[config.mk]
export PLATFORM = sky130hd
export DESIGN_NAME = chip_select_wait_state_unit
export DESIGN_NICKNAME = d
export VERILOG_FILES = /design/src/rtl/csu_pkg.sv /design/src/rtl/wait_ready_timer.sv /design/src/rtl/chip_select_wait_state_unit.sv
export SDC_FILE = /design/constraint.sdc
export NUM_CORES = 1
export LEC_CHECK = 0
export ABC_AREA = 1
export BUFFER_PORTS_ARGS = -buffer_cell sky130_fd_sc_hd__buf_2
export CAP_MARGIN = 20
export CORE_ASPECT_RATIO = 0.9
export CORE_MARGIN = 2
export CORE_UTILIZATION = 40
export CTS_CLUSTER_SIZE = 12
export DETAILED_ROUTE_END_ITERATION = 6
export HOLD_SLACK_MARGIN = 0.05
export PLACE_DENSITY = 0.58
export RECOVER_POWER = 100
export SLEW_MARGIN = 15
export SYNTH_ARGS = -nofsm -noshare
export SYNTH_HDL_FRONTEND = slang
export SYNTH_SLANG_ARGS = --single-unit
[constraint.sdc]
create_clock -name clk_sys -period 21.6 [get_ports clk_sys]
set_input_delay 4.32 -clock clk_sys [delete_from_list [all_inputs] [get_ports clk_sys]]
set_output_delay 4.32 -clock clk_sys [all_outputs]
set_load 0.02 [all_outputs]
[src/rtl/csu_pkg.sv]
// What this block does
// - each channel matches on the top ten address bits, start inclusive, end exclusive
// - bits beneath the range field count as zero: ten for memory, six for I/O
// - ranges run in 1K byte steps for memory and 64 byte steps for I/O
// - without ignore-end, the last selected address is one below the full end address
// - ignore-end extends the range to FFFFFH in memory or 0FFFFH in I/O
// - the four-bit wait field inserts 0 to 15 automatic wait states
// - with ready control set, programmed waits come first, then wait for external ready
// - with ready control clear, exactly the programmed waits; external ready ignored
// - overlapping enabled channels all assert together on a shared address
// - overlap with no ready control uses the largest wait count among matches
// - overlap with any ready control uses the smallest wait count, then external ready
// - a channel asserts only when enabled; a disabled select stays high
// - space bit set means memory accesses only, clear means I/O accesses only
// - selects assert only for internal cycles, never for an external bus master
// - while the bus is held away, all selects are driven inactive high
// - matches are decided before the address and selects appear with it in T1
// - after reset only the boot channel is enabled, memory FFC00H to FFFFFH
// - the boot channel resets to fifteen wait states with ready control on
// - after reset the port 1 pins idle high; port1_csu_sel picks general selects or port data
// - selects stay high during any access to the peripheral control block
package csu_pkg;
  localparam int NUM_CH = 10;
  localparam int NUM_GEN = 8;
  localparam int FIELD_W = 10;
  localparam int WAIT_W = 4;
  localparam int DATA_W = 16;
  localparam int PCB_ADDR_W = 8;
  localparam int ADDR_W = 20;
  localparam int IO_ADDR_W = 16;
  localparam int CH_IDX_W = 4;
  // register map, byte offsets in the peripheral control block
  localparam logic [PCB_ADDR_W-1:0] REG_BASE = 8'h80;
  localparam logic [PCB_ADDR_W-1:0] REG_SPAN = 8'h28;
  localparam int REG_STRIDE_SHIFT = 2;
  localparam int END_SEL_BIT = 1;
  // field layout
  localparam int FIELD_LSB = 6;
  localparam int WAIT_LSB = 0;
  localparam int EN_BIT = 3;
  localparam int IGN_END_BIT = 2;
  localparam int MEM_BIT = 1;
  localparam int RDY_BIT = 0;
  // channel numbering: 0..7 general, 8 lower, 9 upper boot
  localparam int LOWER_CH = 8;
  localparam int BOOT_CH = 9;
  // reset values
  localparam logic [DATA_W-1:0] BOOT_START_RST = 16'hffcf;
  localparam logic [DATA_W-1:0] BOOT_END_RST = 16'hffcf;
  localparam logic [DATA_W-1:0] CH_RST = 16'h0000;
  localparam logic [NUM_GEN-1:0] PORT_IDLE = 8'hff;

  typedef enum logic [1:0]
  {
    TMR_IDLE = 2'b00,
    TMR_COUNT = 2'b01,
    TMR_EXT = 2'b10
  } tmr_state_t;

  // upper ten bits of the current address in its own space
  function automatic logic [FIELD_W-1:0] addr_field(input logic [ADDR_W-1:0] a,
                                                    input logic mem);
    addr_field = mem ? a[ADDR_W-1 -: FIELD_W] : a[IO_ADDR_W-1 -: FIELD_W];
  endfunction

  function automatic logic [FIELD_W-1:0] range_field(input logic [DATA_W-1:0] r);
    range_field = r[FIELD_LSB +: FIELD_W];
  endfunction
endpackage

[src/rtl/wait_ready_timer.sv]
`timescale 1ns/10ps
module wait_ready_timer
  import csu_pkg::*;
#(
  parameter int CNT_W = WAIT_W
)
(
  input wire logic clk_sys,
  input wire logic reset_n,
  input wire logic load,
  input wire logic [CNT_W-1:0] wait_count,
  input wire logic use_ext,
  input wire logic ext_ready,
  input wire logic abort,
  output logic ready
);
  generate
    if (CNT_W < 1)
    begin : g_chk
      $error("wait counter width must be at least one");
    end
  endgenerate

  // =====================================================================
  // wait state counter
  tmr_state_t state_reg, state_next;
  logic [CNT_W-1:0] cnt_reg, cnt_next;
  logic ext_reg;
  logic ready_reg, ready_next;
  wire cnt_done = (cnt_reg == '0);

  always_comb
  begin
    state_next = state_reg;
    cnt_next = cnt_reg;
    ready_next = 1'b0;
    unique case (state_reg)
      TMR_IDLE:
      begin
        if (load)
        begin
          state_next = TMR_COUNT;
          cnt_next = wait_count;
        end
      end
      TMR_COUNT:
      begin
        if (!cnt_done)
          cnt_next = cnt_reg - 1'b1;
        else if (ext_reg && !ext_ready)
          state_next = TMR_EXT;
        else
        begin
          ready_next = 1'b1;
          state_next = TMR_IDLE;
        end
      end
      TMR_EXT:
      begin
        if (ext_ready)
        begin
          ready_next = 1'b1;
          state_next = TMR_IDLE;
        end
      end
      default:
        state_next = TMR_IDLE;
    endcase
    if (abort)
    begin
      state_next = TMR_IDLE;
      ready_next = 1'b0;
    end
  end

  always_ff @(posedge clk_sys)
  begin
    if (!reset_n)
    begin
      state_reg <= TMR_IDLE;
      cnt_reg <= '0;
      ext_reg <= 1'b0;
      ready_reg <= 1'b0;
    end
    else
    begin
      state_reg <= state_next;
      cnt_reg <= cnt_next;
      ready_reg <= ready_next;
      if (load && state_reg == TMR_IDLE)
        ext_reg <= use_ext;
    end
  end

  assign ready = ready_reg;

  // =====================================================================
  // checks
  logic [CNT_W:0] waited_reg;
  logic [CNT_W-1:0] held_reg;
  always_ff @(posedge clk_sys)
  begin
    if (!reset_n)
    begin
      waited_reg <= '0;
      held_reg <= '0;
    end
    else if (load && state_reg == TMR_IDLE)
    begin
      waited_reg <= '0;
      held_reg <= wait_count;
    end
    else if (state_reg == TMR_COUNT && !cnt_done)
      waited_reg <= waited_reg + 1'b1;
  end

  fixed_wait_len_a: assert property (@(posedge clk_sys) disable iff (!reset_n)
    (state_reg == TMR_COUNT && cnt_done && !ext_reg && !abort)
      |-> waited_reg == {1'b0, held_reg})
    else $error("automatic wait count differs from programmed value");

  ext_hold_a: assert property (@(posedge clk_sys) disable iff (!reset_n)
    (state_reg == TMR_EXT && !ext_ready) |=> !ready_reg)
    else $error("cycle ended without external ready");

  no_ext_a: assert property (@(posedge clk_sys) disable iff (!reset_n)
    (state_reg == TMR_COUNT && cnt_done && !ext_reg && !abort) |=> ready_reg)
    else $error("fixed wait cycle did not end after its wait states");

  ext_wait_a: assert property (@(posedge clk_sys) disable iff (!reset_n)
    (state_reg == TMR_COUNT && cnt_done && ext_reg && !ext_ready) |=> !ready_reg)
    else $error("cycle ended before external ready after the wait states");

  ext_now_a: assert property (@(posedge clk_sys) disable iff (!reset_n)
    (state_reg == TMR_COUNT && cnt_done && ext_reg && ext_ready && !abort) |=> ready_reg)
    else $error("external ready already high but cycle was stretched");

  ext_done_a: assert property (@(posedge clk_sys) disable iff (!reset_n)
    (state_reg == TMR_EXT && ext_ready && !abort) |=> ready_reg)
    else $error("external ready seen but cycle not ended");
endmodule

[src/rtl/chip_select_wait_state_unit.sv]
`timescale 1ns/10ps
module chip_select_wait_state_unit
  import csu_pkg::*;
#(
  parameter int CHANNELS = NUM_CH,
  parameter int GEN_CHANNELS = NUM_GEN
)
(
  input wire logic clk_sys,
  input wire logic reset_n,
  input wire logic pcb_wr,
  input wire logic pcb_rd,
  input wire logic [PCB_ADDR_W-1:0] pcb_addr,
  input wire logic [DATA_W-1:0] pcb_wdata,
  output logic [DATA_W-1:0] pcb_rdata,
  input wire logic cycle_start,
  input wire logic cycle_end,
  input wire logic [ADDR_W-1:0] cycle_addr,
  input wire logic cycle_mem,
  input wire logic cycle_internal,
  input wire logic pcb_access,
  input wire logic hold_active,
  input wire logic ext_ready,
  input wire logic [GEN_CHANNELS-1:0] port1_csu_sel,
  input wire logic [GEN_CHANNELS-1:0] port1_data,
  output logic [GEN_CHANNELS-1:0] port1_pins,
  output logic lower_region_select_n,
  output logic upper_boot_select_n,
  output logic csu_claim,
  output logic csu_ready
);
  generate
    if (CHANNELS != NUM_CH || GEN_CHANNELS != NUM_GEN)
    begin : g_chk
      $error("channel counts are fixed by the register map");
    end
  endgenerate

  // =====================================================================
  // register file
  logic [DATA_W-1:0] start_reg [CHANNELS];
  logic [DATA_W-1:0] end_reg [CHANNELS];
  logic [DATA_W-1:0] rdata_reg, rdata_next;

  wire [PCB_ADDR_W-1:0] rel_addr = pcb_addr - REG_BASE;
  wire reg_hit = (pcb_addr >= REG_BASE) && (rel_addr < REG_SPAN) && !pcb_addr[0];
  wire [CH_IDX_W-1:0] reg_ch = rel_addr[REG_STRIDE_SHIFT +: CH_IDX_W];
  wire reg_is_end = rel_addr[END_SEL_BIT];

  assign rdata_next = !(pcb_rd && reg_hit) ? '0 :
                      reg_is_end ? end_reg[reg_ch] : start_reg[reg_ch];

  genvar gi;
  generate
    for (gi = 0; gi < CHANNELS; gi++)
    begin : g_regs
      localparam logic [DATA_W-1:0] START_INIT = (gi == BOOT_CH) ? BOOT_START_RST : CH_RST;
      localparam logic [DATA_W-1:0] END_INIT = (gi == BOOT_CH) ? BOOT_END_RST : CH_RST;
      wire wr_this = pcb_wr && reg_hit && (reg_ch == CH_IDX_W'(gi));
      always_ff @(posedge clk_sys)
      begin
        if (!reset_n)
        begin
          start_reg[gi] <= START_INIT;
          end_reg[gi] <= END_INIT;
        end
        else if (wr_this && !reg_is_end)
          start_reg[gi] <= pcb_wdata;
        else if (wr_this && reg_is_end)
          end_reg[gi] <= pcb_wdata;
      end
    end
  endgenerate

  always_ff @(posedge clk_sys)
  begin
    if (!reset_n)
      rdata_reg <= '0;
    else
      rdata_reg <= rdata_next;
  end

  assign pcb_rdata = rdata_reg;

  // =====================================================================
  // address decode per channel
  logic [CHANNELS-1:0] match;
  logic [CHANNELS-1:0] ch_rdy;
  logic [CHANNELS*WAIT_W-1:0] ch_wait;
  logic [CHANNELS-1:0] ch_en;

  generate
    for (gi = 0; gi < CHANNELS; gi++)
    begin : g_dec
      wire en = end_reg[gi][EN_BIT];
      wire ign_end = end_reg[gi][IGN_END_BIT];
      wire mem = end_reg[gi][MEM_BIT];
      wire [FIELD_W-1:0] lo = range_field(start_reg[gi]);
      wire [FIELD_W-1:0] hi = range_field(end_reg[gi]);
      // low bits below the field read as zero, so compare fields only
      wire [FIELD_W-1:0] a = addr_field(cycle_addr, cycle_mem);
      wire io_in_space = cycle_mem || (cycle_addr[ADDR_W-1:IO_ADDR_W] == '0);
      wire above_start = (a >= lo);
      wire below_end = ign_end || (a < hi);
      wire space_ok = (mem == cycle_mem) && io_in_space;
      assign match[gi] = en && space_ok && above_start && below_end;
      assign ch_rdy[gi] = end_reg[gi][RDY_BIT];
      assign ch_wait[gi*WAIT_W +: WAIT_W] = start_reg[gi][WAIT_LSB +: WAIT_W];
      assign ch_en[gi] = en;
    end
  endgenerate

  // =====================================================================
  // wait merging over overlapping channels
  function automatic logic [WAIT_W-1:0] merge_waits(input logic [CHANNELS-1:0] m,
                                                    input logic [CHANNELS*WAIT_W-1:0] w,
                                                    input logic pick_min);
    logic [WAIT_W-1:0] best;
    logic seen;
    best = '0;
    seen = 1'b0;
    for (int i = 0; i < CHANNELS; i++)
    begin
      if (m[i])
      begin
        if (!seen)
          best = w[i*WAIT_W +: WAIT_W];
        else if (pick_min && w[i*WAIT_W +: WAIT_W] < best)
          best = w[i*WAIT_W +: WAIT_W];
        else if (!pick_min && w[i*WAIT_W +: WAIT_W] > best)
          best = w[i*WAIT_W +: WAIT_W];
        seen = 1'b1;
      end
    end
    merge_waits = best;
  endfunction

  wire qualified = cycle_internal && !pcb_access && !hold_active;
  wire [CHANNELS-1:0] hit = match & {CHANNELS{qualified}};
  wire any_hit = |hit;
  wire any_rdy = |(hit & ch_rdy);
  wire [WAIT_W-1:0] merged_wait = merge_waits(hit, ch_wait, any_rdy);
  wire timer_load = cycle_start && any_hit;

  // =====================================================================
  // select outputs, registered so they leave with the address in T1
  logic [CHANNELS-1:0] sel_n_reg, sel_n_next;
  logic [GEN_CHANNELS-1:0] port_reg, port_next;
  logic claim_reg, claim_next;

  assign sel_n_next = (hold_active || cycle_end) ? '1 :
                      cycle_start ? ~hit : sel_n_reg;
  assign claim_next = cycle_end ? 1'b0 : cycle_start ? any_hit : claim_reg;

  generate
    for (gi = 0; gi < GEN_CHANNELS; gi++)
    begin : g_port
      assign port_next[gi] = port1_csu_sel[gi] ? sel_n_next[gi] : port1_data[gi];
    end
  endgenerate

  always_ff @(posedge clk_sys)
  begin
    if (!reset_n)
    begin
      sel_n_reg <= '1;
      port_reg <= PORT_IDLE;
      claim_reg <= 1'b0;
    end
    else
    begin
      sel_n_reg <= sel_n_next;
      port_reg <= port_next;
      claim_reg <= claim_next;
    end
  end

  assign port1_pins = port_reg;
  assign lower_region_select_n = sel_n_reg[LOWER_CH];
  assign upper_boot_select_n = sel_n_reg[BOOT_CH];
  assign csu_claim = claim_reg;

  // =====================================================================
  // ready generation
  wait_ready_timer #(
    .CNT_W(WAIT_W)
  ) u_timer (
    .clk_sys(clk_sys),
    .reset_n(reset_n),
    .load(timer_load),
    .wait_count(merged_wait),
    .use_ext(any_rdy),
    .ext_ready(ext_ready),
    .abort(cycle_end || hold_active),
    .ready(csu_ready)
  );

  // =====================================================================
  // checks
  hold_high_a: assert property (@(posedge clk_sys) disable iff (!reset_n)
    hold_active |=> (sel_n_reg == '1) && (csu_claim == 1'b0 || $past(claim_reg)))
    else $error("select driven low during bus hold");

  pcb_quiet_a: assert property (@(posedge clk_sys) disable iff (!reset_n)
    (cycle_start && pcb_access) |=> sel_n_reg == '1)
    else $error("select asserted on a control block access");

  ext_master_a: assert property (@(posedge clk_sys) disable iff (!reset_n)
    (cycle_start && !cycle_internal) |=> sel_n_reg == '1)
    else $error("select asserted for an external master cycle");

  overlap_sel_a: assert property (@(posedge clk_sys) disable iff (!reset_n)
    (cycle_start && !cycle_end && !hold_active) |=> sel_n_reg == ~$past(hit))
    else $error("selects do not match every covering channel");

  no_match_a: assert property (@(posedge clk_sys) disable iff (!reset_n)
    (cycle_start && !cycle_end && !any_hit) |=> !csu_claim ##1 !csu_ready)
    else $error("waits requested with no matching channel");

  boot_reset_a: assert property (@(posedge clk_sys)
    !reset_n |=> (ch_en == (1 << BOOT_CH)) && end_reg[BOOT_CH][IGN_END_BIT]
                 && (start_reg[BOOT_CH][FIELD_LSB +: FIELD_W] == '1))
    else $error("boot channel reset state wrong");

  boot_wait_a: assert property (@(posedge clk_sys)
    !reset_n |=> (start_reg[BOOT_CH][WAIT_LSB +: WAIT_W] == '1) && ch_rdy[BOOT_CH])
    else $error("boot channel reset waits wrong");

  pin_route_a: assert property (@(posedge clk_sys) disable iff (!reset_n)
    (port1_csu_sel == '1) |=> port1_pins == sel_n_reg[GEN_CHANNELS-1:0])
    else $error("port pins do not carry the general selects");

  // =====================================================================
  // register and output checks
  rdata_idle_a: assert property (@(posedge clk_sys) disable iff (!reset_n)
    !pcb_rd |=> pcb_rdata == '0)
    else $error("read data shown without a read");

  rdata_unmapped_a: assert property (@(posedge clk_sys) disable iff (!reset_n)
    (pcb_rd && !reg_hit) |=> pcb_rdata == '0)
    else $error("unmapped read returned data");

  start_store_a: assert property (@(posedge clk_sys) disable iff (!reset_n)
    (pcb_wr && reg_hit && !reg_is_end) |=> start_reg[$past(reg_ch)] == $past(pcb_wdata))
    else $error("start register write not stored");

  end_store_a: assert property (@(posedge clk_sys) disable iff (!reset_n)
    (pcb_wr && reg_hit && reg_is_end) |=> end_reg[$past(reg_ch)] == $past(pcb_wdata))
    else $error("end register write not stored");

  io_range_a: assert property (@(posedge clk_sys) disable iff (!reset_n)
    (cycle_start && !cycle_mem && cycle_addr[ADDR_W-1:IO_ADDR_W] != '0) |=> sel_n_reg == '1)
    else $error("select asserted for an address outside the i/o space");

  claim_track_a: assert property (@(posedge clk_sys) disable iff (!reset_n)
    (cycle_start && !cycle_end) |=> csu_claim == $past(any_hit))
    else $error("claim does not follow the channel match");

  cycle_release_a: assert property (@(posedge clk_sys) disable iff (!reset_n)
    cycle_end |=> (sel_n_reg == '1) && !csu_claim)
    else $error("selects or claim still active after cycle end");

  ready_pulse_a: assert property (@(posedge clk_sys) disable iff (!reset_n)
    csu_ready |=> !csu_ready)
    else $error("ready held longer than one cycle");

  ready_claim_a: assert property (@(posedge clk_sys) disable iff (!reset_n)
    csu_ready |-> claim_reg)
    else $error("ready given for an unclaimed cycle");

  port_reset_a: assert property (@(posedge clk_sys)
    !reset_n |=> port1_pins == PORT_IDLE)
    else $error("port pins not idle after reset");

  data_route_a: assert property (@(posedge clk_sys) disable iff (!reset_n)
    (port1_csu_sel == '0) |=> port1_pins == $past(port1_data))
    else $error("port pins do not carry port data");

  generate
    for (gi = 0; gi < CHANNELS; gi++)
    begin : g_chk_ch
      disabled_high_a: assert property (@(posedge clk_sys) disable iff (!reset_n)
        (cycle_start && !ch_en[gi]) |=> sel_n_reg[gi])
        else $error("disabled channel asserted");
      max_wait_a: assert property (@(posedge clk_sys) disable iff (!reset_n)
        (hit[gi] && !any_rdy) |-> merged_wait >= ch_wait[gi*WAIT_W +: WAIT_W])
        else $error("fixed overlap did not take the largest wait");
      min_wait_a: assert property (@(posedge clk_sys) disable iff (!reset_n)
        (hit[gi] && any_rdy) |-> merged_wait <= ch_wait[gi*WAIT_W +: WAIT_W])
        else $error("ready overlap did not take the smallest wait");
    end
  endgenerate

  overlap_c: cover property (@(posedge clk_sys) disable iff (!reset_n)
    cycle_start && $countones(hit) > 1);
  ext_wait_c: cover property (@(posedge clk_sys) disable iff (!reset_n)
    timer_load && any_rdy ##[1:40] csu_ready);
  hold_c: cover property (@(posedge clk_sys) disable iff (!reset_n)
    claim_reg && hold_active);
  io_hit_c: cover property (@(posedge clk_sys) disable iff (!reset_n)
    cycle_start && !cycle_mem && any_hit);
  fixed_wait_c: cover property (@(posedge clk_sys) disable iff (!reset_n)
    timer_load && !any_rdy ##[1:20] csu_ready);
endmodule

==> impl_results.md, run 1 <==
- First-pass GRT wire length: 112000 um
- Fillcell total: 5546
- Fin Clk Skew: 0.0222 ns
- Final Setup Violations: 0
- Ys Warns: 0
- Netlist cell types: 45
- Worst Max-Slew Pin Slew: 2.58 ns
- Antenna-violating nets left: 0
- Cell count after synthesis: 2693
- Crit Path Category: input port to flop
- Vias/cell: 5.47
- EDFF count, synth: 320
- Boundary pin count: 99
- H-tree depth: 2
- Placed instance area: 24000 um2
- Max Slew Vio Count: 114
- Total CTS buffers: 43
- Fin crit period: 19.90 ns
- Pwr dens: 71.2 nW/um2
- Number of global-route vias before repair: 18800
- Crit Path Max Fanout: 30
- Max_slew headroom: -0.723
- Starting Density: 0.406
- Syn avg cell area: 8.42 um2
- Area Overhead vs Synth: 11.5%
- Register area share after synthesis: 0.462
- Register bit total from synthesis: 363
- Post-synthesis async set-or-reset flop share: 0
- Critical Path Start Type: input port
- Initial antenna violation count: 2
- Port-buffer cells: 92
- CP peak stage delay: 0.38 ns
- Gpl congestion: 0.941
- Final Instance Area: 25300 um2
- Routed len/inst: 21.4 um
- Die Width: 255 um
- RSZ-0062 raised after global routing: no
- Worst-path clk slew: 0.06 ns
- Status: finished, violations left
- Nets: 3053
- Iter 0 DRT Violations: 2102
- Die area: 58600 um2
- Global Route Usage Sum: 0.259
- Placed wire-length estimate after detailed placement: 53300 um
- Remaining global-route overflow: 0
- Total power: 1.80 mW
- CP arrival: 20.41 ns
- Fraction of layout cells with a size suffix above 1: 0.0737
- Max Cap Viol: 3
- Drt first pass iters: 7
- Final Hold Vio Count: 0
- Peak VDD IR: 0.0000505 V
- Clock Root Buffer: clkbuf_16
- Core area: 55800 um2
- Floorplan die height: 230 um
- Final setup TNS: 0 ns
- # hold bufs at CTS: 0
- DR vias: 19400
- Residual DRC count: 1
- Core Util, Final: 0.453
- Clock Tree Buf Depth: 3
- Largest net degree at the start of global routing: 50
- Leakage: 11.5 nW
- Final period utilization: 0.921
- Hold slack: 0.460 ns
- Fmax: 50.2 MHz
- WL final: 75700 um
- Synthesized area: 22700 um2
- Failing checks: DRC, capacitance limit, slew limit
- Post-synth net total: 2994
- Crit path capture type: flop
- Site Rows: 82
- Total clock sinks: 363
- Slowest stage cell, crit path: a211oi_1
- CTS tree: built
- Hold Crit Class: flop to flop
- Post-synth top flop: edfxtp_1
- Worst path required time: 22.11 ns
- Clk Latency, worst-skew pair: 0.60 ns
- CP most frequent cell: nand2_1
[layer usage]
metal  vias up  part of all wire  wire, um  track usage
met3       165              0.10      7690       0.0603
met1      9204              0.43     32200        0.354
li1       9093                 -         -            -
met5         -           0.00017        13            0
met4         2             0.043      3260        0.112
met2       906              0.43     32500        0.392
[critical path: cells and delay by family]
| kind | cells | cell delay [ns] |
|---|---|---|
| fa+ha+maj | 10 | 2.84 |
| simple gates | 52 | 6.17 |
| compound gates | 28 | 5.06 |
| buf+inv | 20 | 2.00 |
[placed cells by master, fill, tap and decap left out, types with 17 or more instances in the layout]
master	synthesis	layout
nor2_1	422	417
clkbuf_16	0	44
edfxtp_1	320	320
a211oi_1	32	32
nand4_1	28	28
nor3_1	24	24
buf_2	0	63
o22ai_1	17	17
buf_4	1	24
nand2_1	559	557
clkbuf_1	105	49
nand3_1	95	96
a22oi_1	30	30
o21ai_0	106	100
a21oi_1	101	101
a221oi_1	28	28
o2111ai_1	20	20
inv_1	413	412
dfxtp_1	43	43
ha_1	230	230
[timing repair]
action	CTS	global route
setup endpoints to repair	0	4
setup buffers	0	2
resized for setup	0	5
hold endpoints to repair	0	0
[synthesized netlist by cell type, types with 17 or more instances]
master | number | area, um2
o21ai_0 | 106 | 531
nand2_1 | 559 | 2100
a21oi_1 | 101 | 505
ha_1 | 230 | 2880
o2111ai_1 | 20 | 175
o22ai_1 | 17 | 106
nor2_1 | 422 | 1580
a221oi_1 | 28 | 245
edfxtp_1 | 320 | 9610
nor3_1 | 24 | 120
dfxtp_1 | 43 | 861
a211oi_1 | 32 | 240
nand4_1 | 28 | 175
clkbuf_1 | 105 | 394
inv_1 | 413 | 1550
nand3_1 | 95 | 475
a22oi_1 | 30 | 225
[kinds of logic (layout without fill, tap and decap cells)]
logic type / count (synthesis) / after routing / synth area share
AOI/OAI and AO/OA: 395 / 395 / 0.110
adders and majority gates: 230 / 230 / 0.127
buffers and inverters: 538 / 628 / 0.0900
DFF: 363 / 363 / 0.462
other: 0 / 1 / 0
and+or+nand+nor: 1167 / 1167 / 0.211
[area by class of cell]
class | instances | area, um2 | share of cell area
multi-input cells | 1792 | 10200 | 0.404
flip-flops and latches | 363 | 10500 | 0.414
clock buffers | 61 | 1200 | 0.0477
well taps | 756 | 946 | 0.0374
inverters | 426 | 1610 | 0.0636
clock inverters | 15 | 133 | 0.00525
repair buffers | 126 | 701 | 0.0277
diodes | 1 | 2.50 | 0.0000990
[metrics by stage]
step / std cells / worst slack [ns]
final: 3540 / 1.70
after global routing: 3540 / 0.139
after CTS: 3533 / 1.67
after detailed placement: 3457 / 1.10
after global placement: 3455 / 1.65
after floorplan: 2693 / 2.94
[path summary, 6_finish.rpt]
path	start	endpoint	slack [ns]	depth (start not counted)
hold reg to reg	sel_n_reg[3]	sel_n_reg[3]	0.46	2
setup reg to reg	start_reg[0][15]	u_timer.cnt_reg[3]	6.18	106
hold / removal	sel_n_reg[3]	sel_n_reg[3]	0.46	2
setup / recovery	cycle_mem	u_timer.cnt_reg[3]	1.70	110
[power by group]
group | internal (mW) | switching (mW) | leakage [nW] | total [mW]
registers | 0.796 | 0.0170 | 3.40 | 0.813
clock network | 0.411 | 0.305 | 0.655 | 0.716
logic | 0.0802 | 0.192 | 7.46 | 0.272
total | 1.29 | 0.514 | 11.5 | 1.80
Note: power is estimated with default switching activity, not from simulation.
==> run 2, diff against run 1 <==
--- a/config.mk
+++ b/config.mk
@@ -19,4 +19,5 @@
 export SLEW_MARGIN = 15
 export SYNTH_ARGS = -nofsm -noshare
 export SYNTH_HDL_FRONTEND = slang
+export SYNTH_HIERARCHICAL = 1
 export SYNTH_SLANG_ARGS = --single-unit
==> impl_results.md, run 2 <==
- Status: finished, violations left
- Initial antenna violation count: 3
- Top cell type by total area after synthesis: edfxtp_1
- Final Setup Violations: 0
- Dpl ws: 1.13 ns
- Max Cap Viol: 6
- Worst path required time: 22.06 ns
- Fin Clk Skew: 0.0311 ns
- Final Instance Area: 25500 um2
- Crit path buf inv count: 19
- Residual DRC count: 0
- Total clock sinks: 363
- Global Route Usage Sum: 0.256
- Clock Root Buffer: clkbuf_16
- Fin crit period: 19.89 ns
- Post-synth top flop: edfxtp_1
- Post-synth net total: 3006
- Post-synthesis async set-or-reset flop share: 0
- Fillcell total: 5544
- Hold depth: 2
- Remaining global-route overflow: 0
- Starting Density: 0.407
- Most frequent cells in the layout: nand2_1, nor2_1, inv_1
- HP Start: sel_n_reg[3]
- Die Width: 256 um
- Syn avg cell area: 8.43 um2
- Register-to-Register Path Depth: 108
- Floorplan die height: 230 um
- Max Slew Vio Count: 246
- Critical Path Start Type: input port
- Pwr dens: 72.8 nW/um2
- Cell with the most instances after synthesis: nand2_1
- Netlist cell types: 49
- Iter 0 DRT Violations: 1727
- EDFF count, synth: 320
- Synth cell count leaders: nand2_1, nor2_1, inv_1
- Total CTS buffers: 44
- Area Overhead vs Synth: 11.8%
- Fmax: 50.3 MHz
- Final setup TNS: 0 ns
- Register area: 10500 um2
- Clk Latency, worst-skew pair: 0.60 ns
- Total power: 1.86 mW
- Routed len/inst: 21.4 um
- Vias/cell: 5.49
- Site Rows: 82
- Placed instance area: 24100 um2
- Most common cell after layout, fill and taps aside: nand2_1
- Peak VDD IR: 0.0000557 V
- R2r endpoint: u_timer/cnt_reg[3]
- CP most frequent cell: nand2_1
- Ys Warns: 6
- Crit Path Max Fanout: 29
- Hold Crit Endpoint: sel_n_reg[3]
- Synthesized area: 22800 um2
- Largest net degree at the start of global routing: 57
- Combined area of the multi-input logic cells: 10300 um2
- Max_slew headroom: -1.45
- FF-to-FF setup slack: 6.34 ns
- Worst-path clk slew: 0.06 ns
- Fraction of layout cells with a size suffix above 1: 0.0801
- Critical R2R Launch: end_reg[0][11]
- Register area share after synthesis: 0.459
- CTS tree: built
- Nets: 3063
- Final Hold Vio Count: 0
- Core area: 56000 um2
- Hold Crit Class: flop to flop
- Die area: 58900 um2
- Crit path capture type: flop
- Gpl congestion: 0.884
- Register bit total from synthesis: 363
- RSZ-0062 raised after global routing: no
- Inserted Diodes: 0
- Final setup margin: 1.71 ns
- Slowest stage cell, crit path: o21ai_2
- CP arrival: 20.36 ns
- Leakage: 11.6 nW
- CP peak stage delay: 0.71 ns
- H-tree depth: 2
- Failing checks: capacitance limit, slew limit
- Clock Tree Buf Depth: 3
- DR vias: 19500
- First-pass GRT wire length: 114000 um
- Post-CTS Setup Inserts: 0
- Boundary pin count: 99
- CP top delay family: simple AND/OR/NAND/NOR gates
- Top post-synthesis cells by area: edfxtp_1, ha_1, nand2_1
- Final period utilization: 0.921
- Crit Path Category: input port to flop
- Cell count after synthesis: 2704
- Placed wire-length estimate after detailed placement: 53200 um
- Antenna-violating nets left: 0
- Port-buffer cells: 92
- Post-synth top area share: 0.422
- Worst Max-Slew Pin Slew: 3.67 ns
- Number of global-route vias before repair: 19100
- Drt first pass iters: 6
- WL final: 76200 um
## run 2: tightest hold or removal path: stages, from the launching register on
cell and delay [ns]:
dfxtp_1 0.30, a211oi_1 0.07, nand2_1 0.06
## run 2: worst max-delay path by stage
stage	endpoint	start	cells past startpoint
2_1_floorplan	u_timer/cnt_reg[3]	cycle_mem	107
3_3_place_gp	u_timer/cnt_reg[3]	cycle_mem	108
3_5_place_dp	u_timer/cnt_reg[3]	cycle_mem	109
4_1_cts	u_timer/cnt_reg[3]	cycle_mem	111
5_1_grt	u_timer/cnt_reg[3]	cycle_mem	117
6_report	u_timer/cnt_reg[3]	cycle_mem	112
## run 2: layout make-up
| type | count | share of cell area |
|---|---|---|
| clock buffer | 61 | 0.0473 |
| timing repair buffer | 125 | 0.0270 |
| clock inverter | 20 | 0.0103 |
| inverter | 419 | 0.0618 |
| tap | 756 | 0.0371 |
| sequential | 363 | 0.411 |
| multi-input combinational | 1808 | 0.406 |
## run 2: stage by stage
| step | util | hold slack (ns) | instances |
|---|---|---|---|
| final | 0.455 | 0.463 | 3552 |
| after global routing | 0.455 | 0.485 | 3552 |
| after CTS | 0.456 | 0.459 | 3552 |
| after detailed placement | 0.430 | 0.446 | 3471 |
| after global placement | 0.429 | 0.445 | 3467 |
| after floorplan | - | 0.425 | 2704 |
## run 2: cells by family after synthesis
group	synth area share
AND/OR/NAND/NOR	0.220
buffers and inverters	0.0888
AO/OA/AOI/OAI	0.105
flip-flops	0.459
adder cells (fa/ha/maj)	0.127
## run 2: per-layer routing
layer	global-route usage	vias to the layer above	part of all wire
li1	-	9132	-
met1	0.349	9350	0.43
met2	0.403	862	0.44
met3	0.0475	162	0.091
met4	0.106	2	0.038
met5	0	-	0.00018
## run 2: timing repair
action	CTS	global route
endpoints found under the hold margin	0	0
hold buffers	0	0
gates resized for setup	0	2
endpoints found under the setup margin	0	4
## run 2: report_power, final
part | switching [mW] | internal (mW)
Sequential | 0.0162 | 0.796
Clock | 0.311 | 0.461
Combinational | 0.191 | 0.0812
